`config.mk`:
```
export PLATFORM = sky130hd
export DESIGN_NAME = rbs_sequencer
export DESIGN_NICKNAME = d
export VERILOG_FILES = /design/src/core/rbs_pkg.sv /design/src/core/rbs_dip_filter.sv /design/src/core/rbs_sequencer.sv
export VERILOG_INCLUDE_DIRS = /design/src /design/src/core
export SDC_FILE = /design/constraint.sdc
export NUM_CORES = 1
export LEC_CHECK = 0
export ABC_AREA = 1
export BUFFER_PORTS_ARGS = -buffer_cell sky130_fd_sc_hd__buf_2
export CAP_MARGIN = 30
export CORE_AREA = 5 5 96 98
export DETAILED_ROUTE_END_ITERATION = 7
export DIE_AREA = 0 0 101 103
export PLACE_DENSITY = 0.78
export SLEW_MARGIN = 25
export SYNTH_ARGS = -nofsm -noshare
export SYNTH_HDL_FRONTEND = slang
export SYNTH_SLANG_ARGS = --single-unit
```
`constraint.sdc`:
```
create_clock -name clk_sys -period 2 [get_ports clk_sys]
set_input_delay 0.3 -clock clk_sys [delete_from_list [all_inputs] [get_ports clk_sys]]
set_output_delay 0.3 -clock clk_sys [all_outputs]
set_load 0.05 [all_outputs]
```
`src/core/rbs_defines.svh`:
```
// Constants for the reset and brown-out sequencer
//
// Contract
// Hold core reset while power-on detector says supply is too low.
// Enabled power-up timer gives a nominal 64 ms delay after POR/BOR.
// Core stays in reset while the power-up timer counts.
// Power-up timer is enabled by a cleared, active-low config bit.
// Power-up timer starts only after POR and BOR are both released.
// Mode field: 11 on, 10 off in sleep, 01 software, 00 off.
// One config bit selects the brown-out trip level.
// Brown-out trips only on dips longer than the filter time.
// Mode 11: start waits ready and supply; sleep protected; no wake delay.
// Mode 10: no protection in sleep; wake waits for detector ready.
// Mode 01: software bit gates detector; start does not wait.
// Software mode: protection once ready; ready bit shows detector.
// Software mode: sleep does not change protection.
// Forced-on modes: ready is set before the core may run.
// Software enable acts only in mode 01; elsewhere stored only.
// Fast start keeps band gap on in modes 10 and 01 only.
// Read-only ready bit is 1 while the brown-out circuit is active.
// Combiner takes POR, BOR, LP-BOR, pin, WDT, instr, stack, prog exit.
// Timer expired with pin low: run 10 clocks after pin rises.
// Run only after timer done (if enabled) and pin released.
// Core reset asserts at once, releases on the system clock; code asserts at once only on POR, on the clock for other sources.
// Enable resets to 1, fast start to 0, on POR and BOR only; code also resets them on LP-BOR and prog exit.
`ifndef RBS_DEFINES_SVH
`define RBS_DEFINES_SVH

`define RBS_CLK_KHZ          250000
`define RBS_POWERUP_DELAY_TIMER_TIME_MS     64
`define RBS_POWERUP_DELAY_TIMER_CYCLES      (`RBS_POWERUP_DELAY_TIMER_TIME_MS * `RBS_CLK_KHZ)
`define RBS_DIP_TIME_NS      1000
`define RBS_DIP_CYCLES       (`RBS_DIP_TIME_NS * `RBS_CLK_KHZ / 1000000)
`define RBS_START_DLY_CYC    4'd10

`define RBS_ADDR_W           12
`define RBS_OFS_CONTROL      12'h000
`define RBS_OFS_STATUS       12'h004

`define RBS_BIT_SW_EN        7
`define RBS_BIT_FAST_START   6
`define RBS_BIT_READY        0
`define RBS_RST_SW_EN        1'b1
`define RBS_RST_FAST_START   1'b0

`endif

```
`src/core/rbs_pkg.sv`:
```
// Types shared by the reset and brown-out sequencer
package rbs_pkg;

  typedef enum logic [1:0] {
    RBS_MODE_OFF   = 2'b00,
    RBS_MODE_SW    = 2'b01,
    RBS_MODE_SLEEP = 2'b10,
    RBS_MODE_ON    = 2'b11
  } rbs_mode_e;

  typedef enum logic [2:0] {
    RBS_ST_HOLD  = 3'b000,
    RBS_ST_START = 3'b001,
    RBS_ST_PIN   = 3'b010,
    RBS_ST_DELAY = 3'b011,
    RBS_ST_SOFT  = 3'b100,
    RBS_ST_RUN   = 3'b101
  } rbs_state_e;

endpackage

```
`src/core/rbs_dip_filter.sv`:
```
// Brown-out dip filter: trips only on sustained undervoltage
`timescale 1ns/1ns
`default_nettype none
`include "rbs_defines.svh"
module rbs_dip_filter (
  // Clock and reset
  input  wire logic clk_sys,
  input  wire logic rst_b,
  // Comparator
  input  wire logic armed,
  input  wire logic below,
  // Result
  output logic      trip_q
);
  localparam int unsigned DIP_CYC = `RBS_DIP_CYCLES;
  logic [11:0] cnt_q;

  // Counter saturates so a long dip holds the trip without wrapping
  always_ff @(posedge clk_sys or negedge rst_b) begin
    if (!rst_b) begin
      cnt_q <= 12'h000;
    end else if (!armed || !below) begin
      cnt_q <= 12'h000;
    end else if (cnt_q != DIP_CYC[11:0]) begin
      cnt_q <= cnt_q + 12'h001;
    end
  end

  // Trip needs a dip longer than the filter time
  always_ff @(posedge clk_sys or negedge rst_b) begin
    if (!rst_b) begin
      trip_q <= 1'b0;
    end else begin
      trip_q <= armed && below && (cnt_q == DIP_CYC[11:0]);
    end
  end
endmodule
`default_nettype wire

```
`src/core/rbs_sequencer.sv`:
```
// Reset combiner, power-up timer and brown-out control with APB access
//
// Chosen here: the register addresses and register access over APB.
`timescale 1ns/1ns
`default_nettype none
`include "rbs_defines.svh"
module rbs_sequencer #(
  parameter int unsigned POWERUP_DELAY_TIMER_CYCLES = `RBS_POWERUP_DELAY_TIMER_CYCLES
) (
  // Clock and reset
  input  wire logic                   clk_sys,
  input  wire logic                   rst_b,
  // Supply detectors
  input  wire logic                   por_vdd_low,
  input  wire logic                   bor_vdd_low,
  input  wire logic                   bor_det_ready,
  input  wire logic                   low_power_brownout_reset_vdd_low,
  // Configuration bits
  input  wire rbs_pkg::rbs_mode_e     brownout_mode_sel,
  input  wire logic                   brownout_level_sel,
  input  wire logic                   powerup_delay_enable_n,
  input  wire logic                   low_power_brownout_reset_cfg_en,
  input  wire logic                   ext_reset_cfg_en,
  input  wire logic                   stack_reset_cfg_en,
  // Other reset sources
  input  wire logic                   external_reset_pin_n,
  input  wire logic                   wdt_reset_req,
  input  wire logic                   instr_reset_req,
  input  wire logic                   stack_overflow_req,
  input  wire logic                   stack_underflow_req,
  input  wire logic                   prog_mode_exit,
  // Core power state
  input  wire logic                   core_sleep,
  input  wire logic                   wake_req,
  // APB slave
  input  wire logic                   psel,
  input  wire logic                   penable,
  input  wire logic                   pwrite,
  input  wire logic [`RBS_ADDR_W-1:0] paddr,
  input  wire logic [31:0]            pwdata,
  output logic [31:0]                 prdata,
  output logic                        pready,
  output logic                        pslverr,
  // Core and analog controls
  output logic                        core_rst_n,
  output logic                        wake_grant,
  output logic                        bor_detector_en,
  output logic                        bandgap_force_on,
  output logic                        brownout_level
);
  import rbs_pkg::*;

  rbs_state_e  state_q;
  rbs_state_e  state_d;
  logic        sw_brownout_enable_q;
  logic        brownout_fast_start_q;
  logic        brownout_ready_q;
  logic [23:0] powerup_delay_timer_cnt_q;
  logic        powerup_delay_timer_done;
  logic [3:0]  dly_cnt_q;
  logic        det_en;
  logic        prot_active;
  logic        bor_trip;
  logic        low_power_brownout_reset_hit;
  logic        supply_event;
  logic        soft_event;
  logic        pin_held;
  logic        start_ok;
  logic        hard_rst_b;
  logic        apb_done;
  logic        apb_setup;
  logic        hit_ctrl;
  logic        hit_stat;
  logic        ctrl_wr;
  logic        timer_clear;
  logic        dly_last;
  logic        wake_ok;
  logic [31:0] ctrl_word;
  logic [31:0] stat_word;

  // Detector enable per mode
  function automatic logic det_on(input rbs_mode_e m,
                                  input logic sleep,
                                  input logic sw_en);
    case (m)
      RBS_MODE_ON:    det_on = 1'b1;
      RBS_MODE_SLEEP: det_on = !sleep;
      RBS_MODE_SW:    det_on = sw_en;
      default:        det_on = 1'b0;
    endcase
  endfunction

  // Modes in which hardware forces the detector on
  function automatic logic hw_forced(input rbs_mode_e m);
    hw_forced = (m == RBS_MODE_ON) || (m == RBS_MODE_SLEEP);
  endfunction

  // Modes in which the fast-start bit may hold the band gap up
  function automatic logic fast_start_mode(input rbs_mode_e m);
    fast_start_mode = (m == RBS_MODE_SLEEP) || (m == RBS_MODE_SW);
  endfunction

  assign det_en      = det_on(brownout_mode_sel, core_sleep,
                              sw_brownout_enable_q);
  assign prot_active = det_en && bor_det_ready;

  // Filtered brown-out event
  rbs_dip_filter u_dip (
    .clk_sys (clk_sys),
    .rst_b   (rst_b),
    .armed   (prot_active),
    .below   (bor_vdd_low),
    .trip_q  (bor_trip)
  );

  // Low-power detector covers the off and sleep-off cases
  assign low_power_brownout_reset_hit = low_power_brownout_reset_cfg_en && low_power_brownout_reset_vdd_low;

  // Events that behave like a power-on reset
  assign supply_event = por_vdd_low || bor_trip || low_power_brownout_reset_hit
                        || prog_mode_exit;

  // Events that only restart the core
  assign soft_event = wdt_reset_req || instr_reset_req
                      || (stack_reset_cfg_en
                          && (stack_overflow_req
                              || stack_underflow_req));

  assign pin_held = ext_reset_cfg_en && !external_reset_pin_n;

  // Timer bypass when the active-low enable is high
  assign powerup_delay_timer_done = powerup_delay_enable_n
                     || (powerup_delay_timer_cnt_q == POWERUP_DELAY_TIMER_CYCLES[23:0]);

  // Forced-on modes wait for ready and good supply
  assign start_ok = powerup_delay_timer_done
                    && (!hw_forced(brownout_mode_sel)
                        || (bor_det_ready && !bor_vdd_low));

  // Power-on detector pulls the core reset without a clock
  assign hard_rst_b = rst_b && !por_vdd_low;

  // Timer restarts on every supply event, never on soft resets
  assign timer_clear = (state_q == RBS_ST_HOLD) || supply_event;

  // Last cycle of the start delay after the pin rises
  assign dly_last = (dly_cnt_q == `RBS_START_DLY_CYC - 4'd1);

  // Power-up timer, cleared while a supply event is present
  always_ff @(posedge clk_sys or negedge rst_b) begin
    if (!rst_b) begin
      powerup_delay_timer_cnt_q <= 24'h000000;
    end else if (timer_clear) begin
      powerup_delay_timer_cnt_q <= 24'h000000;
    end else if (!powerup_delay_timer_done) begin
      powerup_delay_timer_cnt_q <= powerup_delay_timer_cnt_q + 24'h000001;
    end
  end

  // Sequencer next state
  always_comb begin
    state_d = state_q;
    case (state_q)
      RBS_ST_HOLD: begin
        if (!supply_event) begin
          state_d = RBS_ST_START;
        end
      end
      RBS_ST_START: begin
        // Timer runs regardless of the pin
        if (start_ok) begin
          state_d = pin_held ? RBS_ST_PIN : RBS_ST_RUN;
        end
      end
      RBS_ST_PIN: begin
        if (!pin_held) begin
          state_d = RBS_ST_DELAY;
        end
      end
      RBS_ST_DELAY: begin
        if (pin_held) begin
          state_d = RBS_ST_PIN;
        end else if (dly_last) begin
          state_d = RBS_ST_RUN;
        end
      end
      RBS_ST_SOFT: begin
        state_d = pin_held ? RBS_ST_PIN : RBS_ST_RUN;
      end
      RBS_ST_RUN: begin
        if (pin_held) begin
          state_d = RBS_ST_PIN;
        end else if (soft_event) begin
          state_d = RBS_ST_SOFT;
        end
      end
      default: begin
        state_d = RBS_ST_HOLD;
      end
    endcase
    // Supply events win from any state
    if (supply_event) begin
      state_d = RBS_ST_HOLD;
    end
  end

  always_ff @(posedge clk_sys or negedge rst_b) begin
    if (!rst_b) begin
      state_q <= RBS_ST_HOLD;
    end else begin
      state_q <= state_d;
    end
  end

  // Start delay after the pin rises
  always_ff @(posedge clk_sys or negedge rst_b) begin
    if (!rst_b) begin
      dly_cnt_q <= 4'h0;
    end else if (state_q == RBS_ST_DELAY) begin
      dly_cnt_q <= dly_cnt_q + 4'h1;
    end else begin
      dly_cnt_q <= 4'h0;
    end
  end

  // Core reset: async assert on POR, clocked assert for other sources, clocked release
  always_ff @(posedge clk_sys or negedge hard_rst_b) begin
    if (!hard_rst_b) begin
      core_rst_n <= 1'b0;
    end else begin
      core_rst_n <= (state_d == RBS_ST_RUN);
    end
  end

  // Sleep-off mode wakes only on a ready detector
  assign wake_ok = core_sleep && wake_req
                   && (brownout_mode_sel != RBS_MODE_SLEEP
                       || bor_det_ready);

  // Wake from sleep, one cycle after the request
  always_ff @(posedge clk_sys or negedge rst_b) begin
    if (!rst_b) begin
      wake_grant <= 1'b0;
    end else begin
      wake_grant <= wake_ok;
    end
  end

  // Detector enable, one cycle after mode or sleep moves
  always_ff @(posedge clk_sys or negedge rst_b) begin
    if (!rst_b) begin
      bor_detector_en <= 1'b0;
    end else begin
      bor_detector_en <= det_en;
    end
  end

  // Band gap hold; fixed modes ignore the fast-start bit
  always_ff @(posedge clk_sys or negedge rst_b) begin
    if (!rst_b) begin
      bandgap_force_on <= 1'b0;
    end else begin
      bandgap_force_on <= brownout_fast_start_q
                          && fast_start_mode(brownout_mode_sel);
    end
  end

  // Trip level is a straight copy of its configuration bit
  always_ff @(posedge clk_sys or negedge rst_b) begin
    if (!rst_b) begin
      brownout_level <= 1'b0;
    end else begin
      brownout_level <= brownout_level_sel;
    end
  end

  // Ready status follows the detector
  always_ff @(posedge clk_sys or negedge rst_b) begin
    if (!rst_b) begin
      brownout_ready_q <= 1'b0;
    end else begin
      brownout_ready_q <= prot_active;
    end
  end

  // APB decode; no wait states, ready in the first access cycle
  assign apb_setup = psel && !penable && !pready;
  assign apb_done  = psel && penable && pready;
  assign hit_ctrl  = (paddr == `RBS_OFS_CONTROL);
  assign hit_stat  = (paddr == `RBS_OFS_STATUS);
  assign ctrl_wr   = apb_done && pwrite && hit_ctrl;

  // Register images; unused bits read as zero
  assign ctrl_word = {24'h000000,
                      sw_brownout_enable_q,
                      brownout_fast_start_q,
                      5'h00,
                      brownout_ready_q};
  assign stat_word = {24'h000000,
                      1'b0,
                      state_q,
                      powerup_delay_timer_done,
                      bor_trip,
                      det_en,
                      core_rst_n};

  // Control bits; supply reset beats a software write
  always_ff @(posedge clk_sys or negedge rst_b) begin
    if (!rst_b) begin
      sw_brownout_enable_q  <= `RBS_RST_SW_EN;
      brownout_fast_start_q <= `RBS_RST_FAST_START;
    end else if (supply_event) begin
      sw_brownout_enable_q  <= `RBS_RST_SW_EN;
      brownout_fast_start_q <= `RBS_RST_FAST_START;
    end else if (ctrl_wr) begin
      sw_brownout_enable_q  <= pwdata[`RBS_BIT_SW_EN];
      brownout_fast_start_q <= pwdata[`RBS_BIT_FAST_START];
    end
  end

  // Ready strobe: high for the access phase only
  always_ff @(posedge clk_sys or negedge rst_b) begin
    if (!rst_b) begin
      pready <= 1'b0;
    end else begin
      pready <= apb_setup;
    end
  end

  // Error flags an unmapped address
  always_ff @(posedge clk_sys or negedge rst_b) begin
    if (!rst_b) begin
      pslverr <= 1'b0;
    end else begin
      pslverr <= apb_setup && !hit_ctrl && !hit_stat;
    end
  end

  // Read data captured in the setup cycle, zero otherwise
  always_ff @(posedge clk_sys or negedge rst_b) begin
    if (!rst_b) begin
      prdata <= 32'h00000000;
    end else if (apb_setup && !pwrite && hit_ctrl) begin
      prdata <= ctrl_word;
    end else if (apb_setup && !pwrite && hit_stat) begin
      prdata <= stat_word;
    end else begin
      prdata <= 32'h00000000;
    end
  end
endmodule
`default_nettype wire

```
# Word level (Yosys, flattened, before mapping)
# Cells that the tools add are included.
dict set report word_totals {
  reg_bits 86
  latchBits 0
  ram_bits 0
  romBits 0
  in_bits 68
  out_inout_bits 39
  elab_cells 107
  memories 0
}
dict set report op_classes {
  addsub 3
  mul 0
  div 0
  order_cmp 0
  n_eq_ne 16
  shifts 0
  n_mux 21
  n_bitwise 0
  n_reduce_logical 51
}
# op count
set ops {}
lappend ops {{$mux 24} 2}
lappend ops {{$add 24x1->24 const B} 1}
lappend ops {{$eq 24x24->1 const B} 1}
lappend ops {{$mux 12} 2}
lappend ops {{$mux 3} 8}
lappend ops {{$logic_and 1x1->1} 23}
lappend ops {{$pmux 3 s6} 1}
lappend ops {{$logic_or 1x1->1} 13}
lappend ops {{$add 12x1->12 const B} 1}
lappend ops {{$eq 12x3->1 const B} 1}
lappend ops {{$eq 12x8->1 const B} 1}
lappend ops {{$logic_not 12->1} 1}
lappend ops {{$ne 12x8->1 const B} 1}
lappend ops {{$logic_not 1->1} 11}
lappend ops {{$eq 3x3->1 const B} 3}
lappend ops {{$mux 8} 1}
lappend ops {{$mux 7} 1}
lappend ops {{$eq 3x2->1 const B} 2}
lappend ops {{$add 4x1->4 const B} 1}
lappend ops {{$eq 2x2->1 const B} 2}
lappend ops {{$eq 4x4->1 const B} 1}
lappend ops {{$mux 1} 4}
lappend ops {{$mux 4} 1}
lappend ops {{$reduce_bool 2->1} 2}
lappend ops {{other kinds (6)} 6}

# Logic depth before layout (Yosys ltp)
# Gate-level depths: netlist of the first run.
dict set report logic_depth {
  word_depth 9
  ltp_mapped 13
  mapped_depth_nobuf 13
}

# Modules after synthesis
# A second synthesis of the first run with hierarchy kept.
dict set report hier_totals {
  hier_cells 494
  area_unflattened_um2 3703.6
}
# module n_inst cells_each area_per_inst_um2 seq_area_each_um2
set by_module_without_submodules {}
lappend by_module_without_submodules {rbs_sequencer 1 395 2961.6 1227.4}
lappend by_module_without_submodules {rbs_dip_filter 1 99 742.0 325.3}

# Least setup slack after synthesis of the first run
# No wires, ideal clock.
dict set report synth_path {
  kind {register to register}
  from {register powerup_delay_timer_cnt_q[0]}
  to {register powerup_delay_timer_cnt_q[16]}
  setup_time_ns 0.119
  arrival_ns 1.467
  t_required_ns 1.881
  setup_slack_ns 0.414
  path_stages_with_launch 13
  path_buffers 1
  period_less_slack_ns 1.586
  path_cell_list {dfrtp_1 > inv_1 > ha_1 > inv_1 > nor2_1 > nand2_1 > nor2_1 > nand3_2 > nand2_4 > nand2_4 > buf_6 > nand3_1 > o21ai_2}
}
dict set report synth_between {
  elab_chain_len 3
  elab_cells_between_ends 6
  cone_classes {1 x add/sub; 2 x eq/ne; 2 x mux; 1 x reduce/logical}
}
# element line_no
set synth_rtl {}
lappend synth_rtl {{from (decl)} rbs_sequencer.sv:58} ;# logic [23:0] powerup_delay_timer_cnt_q;
lappend synth_rtl {{from (signal assigned)} rbs_sequencer.sv:156} ;# powerup_delay_timer_cnt_q <= powerup_delay_timer_cnt_q + 24'h000001;
lappend synth_rtl {{$add 24x1->24 / $eq 24x24->1 (equally long branches)} {rbs_sequencer.sv:156, rbs_sequencer.sv:133}}
lappend synth_rtl {{$mux 24 / $logic_or 1x1->1 (equally long branches)} {rbs_sequencer.sv:155, rbs_sequencer.sv:133}}
lappend synth_rtl {{$mux 24 / $ne 2x1->1 (equally long branches)} --}
# Several ways; a longest one is shown, not always the timed one. The select of a mux whose other input is x is not followed.
# A chain may end at the register's enable or synchronous reset.

# Worst setup path after layout of the first run
dict set report layout_path {
  from {input por_vdd_low}
  to {register powerup_delay_timer_cnt_q[4]}
}
dict set report layout_between {
  elab_chain_len 5
  elab_cells_between_ends 6
  cone_classes {1 x eq/ne; 1 x mux; 4 x reduce/logical}
}
# element line_no
set layout_rtl {}
lappend layout_rtl {{from (decl)} rbs_sequencer.sv:14} ;# input wire logic por_vdd_low,
lappend layout_rtl {{$logic_or 1x1->1 (*) (2 in series)} rbs_sequencer.sv:120} ;# assign supply_event = por_vdd_low || bor_trip || low_power_brownout_reset_hit
lappend layout_rtl {{$logic_or 1x1->1 (*)} rbs_sequencer.sv:121} ;# || prog_mode_exit;
lappend layout_rtl {{$logic_or 1x1->1 (*)} rbs_sequencer.sv:144} ;# assign timer_clear = (state_q == RBS_ST_HOLD) || supply_event;
lappend layout_rtl {{$ne 2x1->1 (no source line) / $mux 24 (equally long branches)} --}
# Every way passes the cells marked *; elsewhere a longest branch is shown, timed or not.

==> impl_metrics.json, run 1 <==
{
  "grt_pass1_wl_microns": 14200,
  "start_util_pct": 43.9,
  "max_freq_ghz": 0.548,
  "track_usage_pct": 17.0,
  "drc_errors": 0,
  "cts_buffer_depth": 2,
  "reg2reg_to": "powerup_delay_timer_cnt_q[21]$_DFFE_PN0P_",
  "end_kind": "flip-flop",
  "outcome": "complete, no violations",
  "antenna_left": 0,
  "clock_latency_ns": 0.35,
  "r2r_slack_ns": 0.22,
  "root_buffer": "clkbuf_8",
  "dp_slack_ns": 0.0871,
  "layout_worst_path_cycle_share_pct": 91.2,
  "vias": 3266,
  "hold_viol": 0,
  "worstPathArrival_ns": 2.09,
  "cp.required_ns": 2.27,
  "yosys_register_bits": 62,
  "reg2reg_depth": 13,
  "drive_gt1_share_pct": 18.1,
  "leakage_uw": 0.00206,
  "worstHoldStart": "brownout_level_sel",
  "grt_overflow": 0,
  "setup_slack_ns": 0.176,
  "ir_drop_v": 0.000403,
  "synthArstFlopShare_pct": 100,
  "postSynthCellCount": 479,
  "min_to": "brownout_level$_DFF_PN0_",
  "final-max-slew-violation-count": 0,
  "clock-sinks": 62,
  "io_pins": 107,
  "seq_area_frac_synth_pct": 42.2,
  "cts_made_buffers": 9,
  "hp-class": "in2reg",
  "multi_input_area_sq_mm": 0.00175,
  "drt-vias-per-instance": 4.99,
  "wire_per_inst_microns": 12.4,
  "ys_warn_count": 0,
  "htreeDepth": 3,
  "syn_to_final_growth_pct": 14.3,
  "clk_pin_slew_ns": 0.07,
  "crit_type": "in2reg",
  "p_per_area_mw_per_mm2": 621,
  "diodes": 0,
  "ys.flop_type": "dfrtp_1",
  "placed_area_sq_mm": 0.00399,
  "antenna_found_initial": 0,
  "gp_congestion": 0.918,
  "cap_violations": 0,
  "syn_area_per_cell_sq_um": 7.68,
  "synth_top_family_by_area": "simple AND/OR/NAND/NOR gates",
  "rows": 34,
  "startpoint_type": "primary input",
  "cp_max_fo": 24,
  "hold_depth": 1,
  "die_area_sq_mm": 0.0104,
  "wl_microns": 8130,
  "die_x_microns": 101,
  "regArea_sq_mm": 0.00155,
  "synthAdderAreaFrac_pct": 3.40,
  "synth_cell_type_count": 38,
  "post-dp-hpwl_microns": 6100,
  "fillCellCount": 811,
  "rsz0062_at_grt": "yes",
  "fin_crit_ns": 1.82,
  "cts_tree": "done",
  "final_area_sq_mm": 0.00421,
  "synth-simple-area-share_pct": 31.8,
  "drt_iter0_drc": 167,
  "rr_startpoint": "powerup_delay_timer_cnt_q[0]$_DFFE_PN0P_",
  "syn-cell-area_sq_mm": 0.00368,
  "grt_pass1_vias": 3255,
  "core_sq_mm": 0.00838,
  "grt_max_degree": 63,
  "muxShareOfSynthArea_pct": 0,
  "synth_edf_count": 0,
  "synth_xor_area_share_pct": 1.90,
  "cts_setup_buffers": 0,
  "synth_compound_area_share_pct": 7.65,
  "die_y_microns": 103,
  "finalSetupViolations": 0,
  "dr.pass1.iters": 7,
  "finClkSkew_ns": 0.0115,
  "final_nets": 620,
  "port_buffers": 52
}
[final cells by class]
cell class,count,area share (%)
multi-input combinational,341,41.6
sequential,62,36.9
timing repair buffer,57,7.49
inverter,71,6.33
tap,108,3.21
clock buffer,10,3.03
clock inverter,6,1.46
[cell usage after synthesis, drive strengths merged (2+ instances only)]
library cell | n | area share, %
nand2 | 96 | 10
inv | 71 | 7.2
nor2 | 69 | 7.4
dfrtp | 61 | 41
nand3 | 38 | 5.6
buf | 28 | 5.7
o21ai | 23 | 3.9
nor3 | 21 | 3.7
a21oi | 19 | 2.6
nand4 | 16 | 2.7
ha | 10 | 3.4
nor4 | 5 | 1.0
xor2 | 5 | 1.2
xnor2 | 3 | 0.71
and3 | 2 | 0.34
o22ai | 2 | 0.34
or2 | 2 | 0.34
[sequential cells by signal (all words and copies together) (netlist names), 3 cells and up]
name / cells
prdata: 8
state_q: 3
dly_cnt_q: 4
powerup_delay_timer_cnt_q: 24
u_dip.cnt_q: 12
[worst max-delay path by stage]
stage | startpoint | end | slack [ns] | depth (start not counted)
after global placement | brownout_mode_sel[0] | u_dip.cnt_q[4]$_DFFE_PN0N_ | 0.19 | 11
after CTS | powerup_delay_timer_cnt_q[0]$_DFFE_PN0P_ | powerup_delay_timer_cnt_q[21]$_DFFE_PN0P_ | 0.18 | 13
after floorplan | powerup_delay_timer_cnt_q[0]$_DFFE_PN0P_ | powerup_delay_timer_cnt_q[16]$_DFFE_PN0P_ | 0.41 | 12
final | por_vdd_low | powerup_delay_timer_cnt_q[4]$_DFFE_PN0P_ | 0.18 | 8
after global routing | powerup_delay_timer_cnt_q[0]$_DFFE_PN0P_ | powerup_delay_timer_cnt_q[21]$_DFFE_PN0P_ | -0.004 | 13
after detailed placement | brownout_mode_sel[0] | u_dip.cnt_q[4]$_DFFE_PN0N_ | 0.09 | 11
[through the flow]
stage	total power (uW)	hold slack (ns)	util, %	TNS, ns	std cells
finish	2610	0.0620	50.2	0	655
global route	2730	0.0499	50.2	-0.00383	655
CTS	2650	0.0468	50.1	0	655
detailed placement	1560	0.208	47.6	0	637
global placement	1560	0.201	47.6	0	637
floorplan	1510	0.00441	-	0	502
[metal layers]
metal | up-vias | global-route usage, % | routed length (microns)
met3 | 13 | 5.48 | 463
met5 | - | 0 | 0
met4 | 0 | 6.34 | 125
li1 | 1622 | - | -
met2 | 86 | 30.4 | 4190
met1 | 1545 | 19.0 | 3350
[power breakdown]
part | switching (uW) | total (uW) | internal [uW]
sequential | 5.91 | 1270 | 1260
clock | 496 | 1070 | 573
combinational | 214 | 274 | 59.7
total | 716 | 2610 | 1900
[placed cells by master (no fill, tap or decap), drive strengths merged]
cell          n
nand2        96
inv          72
nor2         69
dfrtp        61
buf          55
nand3        38
conb         24
o21ai        23
nor3         21
a21oi        19
nand4        16
ha           10
clkbuf       10
xor2          5
nor4          5
xnor2         3
clkinv        3
o22ai         2
and3          2
dlygate4sd3   2
or2           2
a31oi         1
o211ai        1
o31ai         1
a211oi        1
nand3b        1
and3b         1
bufinv        1
clkinvlp      1
dfstp         1
[kinds of logic after synthesis]
group | after synthesis
compound gates | 48
xor+xnor | 8
fa+ha+maj | 10
buf+inv | 99
flops | 62
other cells | 1
simple gates | 251
[worst max-delay path: stages]
cell	delay, ns
dlygate4sd3_1	0.54
buf_2	0.13
nor2_1	0.09
nand3_1	0.21
nor2_4	0.24
buf_4	0.29
nand4_1	0.19
o21ai_2	0.09
[timing repair]
item / 4_1_cts / 5_1_grt
endpoints found under the setup margin: 0 / 5
endpoints found under the hold margin: 61 / 0
hold buffers: 2 / 0
resized for setup: 0 / 2
Note: power is estimated with default switching activity, not from simulation.
==> inputs of run 2 (changes only) <==
- SYNTH_HIERARCHICAL: unset -> 1
==> impl_metrics.json, run 2 <==
{
  "layout_common_cells": "100 x nand2_1, 74 x nor2_1, 69 x inv_1",
  "cts_buffer_depth": 2,
  "crit_path_cell_trace": "dlygate4sd3_1 -> buf_2 -> nor2_1 -> nand3_1 -> nor2_1 -> buf_4 -> o21ai_0 -> a21oi_1",
  "ir_drop_v": 0.000503,
  "syn_to_final_growth_pct": 14.5,
  "antenna_found_initial": 0,
  "p_clk_share_pct": 44.0,
  "root_buffer": "clkbuf_8",
  "outcome": "complete, no violations",
  "worstHoldStart": "brownout_level_sel",
  "die_x_microns": 101,
  "io_pins": 107,
  "drive_gt1_share_pct": 16.4,
  "cpMostUsedCell": "nor2_1",
  "grt_pass1_wl_microns": 14500,
  "gp_congestion": 0.859,
  "layout_worst_path_cycle_share_pct": 95.7,
  "fin_crit_ns": 1.91,
  "diodes": 0,
  "die_area_sq_mm": 0.0104,
  "synth_edf_count": 0,
  "port_buffers": 52,
  "largest_register_ff_count": 24,
  "syn_area_per_cell_sq_um": 7.50,
  "worstPathArrival_ns": 2.18,
  "critPathSlowestCell": "dlygate4sd3_1",
  "grt_pass1_vias": 3239,
  "p_per_area_mw_per_mm2": 652,
  "end_kind": "flip-flop",
  "startpoint_type": "primary input",
  "clk_pin_slew_ns": 0.08,
  "core_sq_mm": 0.00838,
  "finClkSkew_ns": 0.0115,
  "power_frac_comb_pct": 10.2,
  "start_util_pct": 44.2,
  "ys.flop_type": "dfrtp_1",
  "rr_startpoint": "powerup_delay_timer_cnt_q[0]$_DFFE_PN0P_",
  "p_switching_uw": 744,
  "top_register": "powerup_delay_timer_cnt_q",
  "post-dp-hpwl_microns": 6280,
  "htreeDepth": 3,
  "cp_max_fo": 21,
  "yosys_register_bits": 62,
  "hold_depth": 1,
  "synth_most_common_cell": "nand2_1",
  "wl_microns": 8470,
  "hold_slack_ns": 0.0435,
  "synth_cell_type_count": 34,
  "synthTopCellsByArea": "dfrtp_1 41%, nand2_1 10%, nor2_1 7.5%",
  "wire_per_inst_microns": 12.7,
  "utilization_pct": 50.6,
  "placed_area_sq_mm": 0.00399,
  "die_y_microns": 103,
  "cp_num_buf_inv": 3,
  "intPower_uw": 2020,
  "critPathMaxStageDelay_ns": 0.55,
  "final_area_sq_mm": 0.00424,
  "leakage_uw": 0.00212,
  "largestRegisters": "powerup_delay_timer_cnt_q: 24 flops, u_dip/cnt_q: 12 flops, prdata: 8 flops",
  "cts_made_buffers": 9,
  "reg2reg_depth": 13,
  "cts_tree": "done",
  "seq_area_frac_synth_pct": 41.9,
  "finalSetupViolations": 0,
  "min_to": "brownout_level$_DFF_PN0_",
  "rows": 34,
  "syn-cell-area_sq_mm": 0.00370,
  "postSynthCellCount": 494,
  "synthArstFlopShare_pct": 100,
  "final_common_cell": "nand2_1",
  "antenna_left": 0,
  "final_nets": 633,
  "crit_type": "in2reg",
  "reg2reg_to": "state_q[0]$_DFF_PN0_",
  "grt_overflow": 0,
  "critPathTopFamily": "buffers and inverters",
  "dr.pass1.iters": 5,
  "drc_errors": 0,
  "ys_top_cells_by_count": "100 x nand2_1, 74 x nor2_1, 69 x inv_1, 61 x dfrtp_1, 36 x nand3_1",
  "drt_iter0_drc": 175,
  "hp-class": "in2reg",
  "cp.required_ns": 2.27,
  "clock-sinks": 62,
  "synth_largest_area_cell": "dfrtp_1",
  "vias": 3334,
  "drt-vias-per-instance": 4.99,
  "cap_violations": 0,
  "cts_setup_buffers": 0,
  "final-max-slew-violation-count": 0,
  "r2r_slack_ns": 0.21,
  "ys_warn_count": 6,
  "track_usage_pct": 17.5,
  "synth_top_area_share_pct": 41.2,
  "hold_viol": 0,
  "grt_max_degree": 51,
  "seqPwrFrac_pct": 45.9,
  "max_freq_ghz": 0.523,
  "clock_latency_ns": 0.36,
  "switching_share_pct": 26.9,
  "fillCellCount": 760
}
run 2: metal layers:
layer  up-vias  track usage, %  wire (microns)
met4         0            5.62             116
met3        13            5.48             541
met2       101            31.1            4360
li1       1644               -               -
met1      1576            20.0            3450
met5         -               0               0
run 2: what timing repair did:
action	4_1_cts	5_1_grt
gates resized for setup	0	2
hold buffers	2	0
endpoints found under the setup margin	0	5
hold endpoints to repair	13	0
run 2: area by class of cell:
| type | instances | area (sq um) | area share [%] |
|---|---|---|---|
| inverter | 70 | 263 | 6.19 |
| clock inverter | 6 | 86.3 | 2.04 |
| multi-input combinational | 354 | 1750 | 41.4 |
| clock buffer | 10 | 128 | 3.01 |
| timing repair buffer | 58 | 323 | 7.61 |
| tap | 108 | 135 | 3.19 |
| sequential | 62 | 1550 | 36.6 |
run 2: how the worst max path moves through the flow:
stage / start / to / cells after the start
floorplan: pready$_DFF_PN0_ / prdata[1]$_DFF_PN0_ / 3
global placement: brownout_mode_sel[0] / u_dip/cnt_q[9]$_DFFE_PN0P_ / 14
detailed placement: brownout_mode_sel[0] / u_dip/cnt_q[5]$_DFFE_PN0P_ / 13
CTS: powerup_delay_timer_cnt_q[0]$_DFFE_PN0P_ / powerup_delay_timer_cnt_q[12]$_DFFE_PN0P_ / 12
global route: por_vdd_low / powerup_delay_timer_cnt_q[9]$_DFFE_PN0P_ / 8
finish: por_vdd_low / powerup_delay_timer_cnt_q[9]$_DFFE_PN0P_ / 8
run 2: cells by family (layout without fill, tap and decap cells):
group / after synthesis / in the layout / synth area share [%]
buffers and inverters: 101 / 144 / 13.4
AOI/OAI and AO/OA: 51 / 51 / 7.40
adders and majority gates: 10 / 10 / 3.38
DFF: 62 / 62 / 41.9
other: 1 / 24 / 0.101
and+or+nand+nor: 260 / 260 / 31.7
xor gates and xnor gates: 9 / 9 / 2.13
run 2: through the flow:
| step | setup WS (ns) | total power (uW) | setup TNS [ns] | instances |
|---|---|---|---|---|
| after global placement | 0.143 | 1560 | 0 | 650 |
| final | 0.0864 | 2770 | 0 | 668 |
| after CTS | 0.138 | 2790 | 0 | 668 |
| after global routing | -0.00572 | 2870 | -0.00862 | 668 |
| after detailed placement | 0.0353 | 1570 | 0 | 650 |
| after floorplan | 0.420 | 1510 | 0 | 517 |
run 2: power groups by stage:
stage,Combinational [uW],Clock [uW],Sequential [uW]
after floorplan,199,0,1320
final,281,1220,1270
after global routing,305,1300,1270
after detailed placement,274,0,1290
after global placement,268,0,1290
after CTS,278,1240,1270
run 2: worst register-to-register path, cell delays in order (launching register included):
cell and delay, ns:
dfrtp_1 0.40, inv_1 0.10, ha_1 0.15, inv_1 0.04
nor2_1 0.08, nand2_1 0.05, nor2_1 0.13, nand3_2 0.16
nand2_8 0.17, nand3_1 0.12, nand2_1 0.09, nand2_1 0.06
nand2_1 0.08, inv_1 0.05
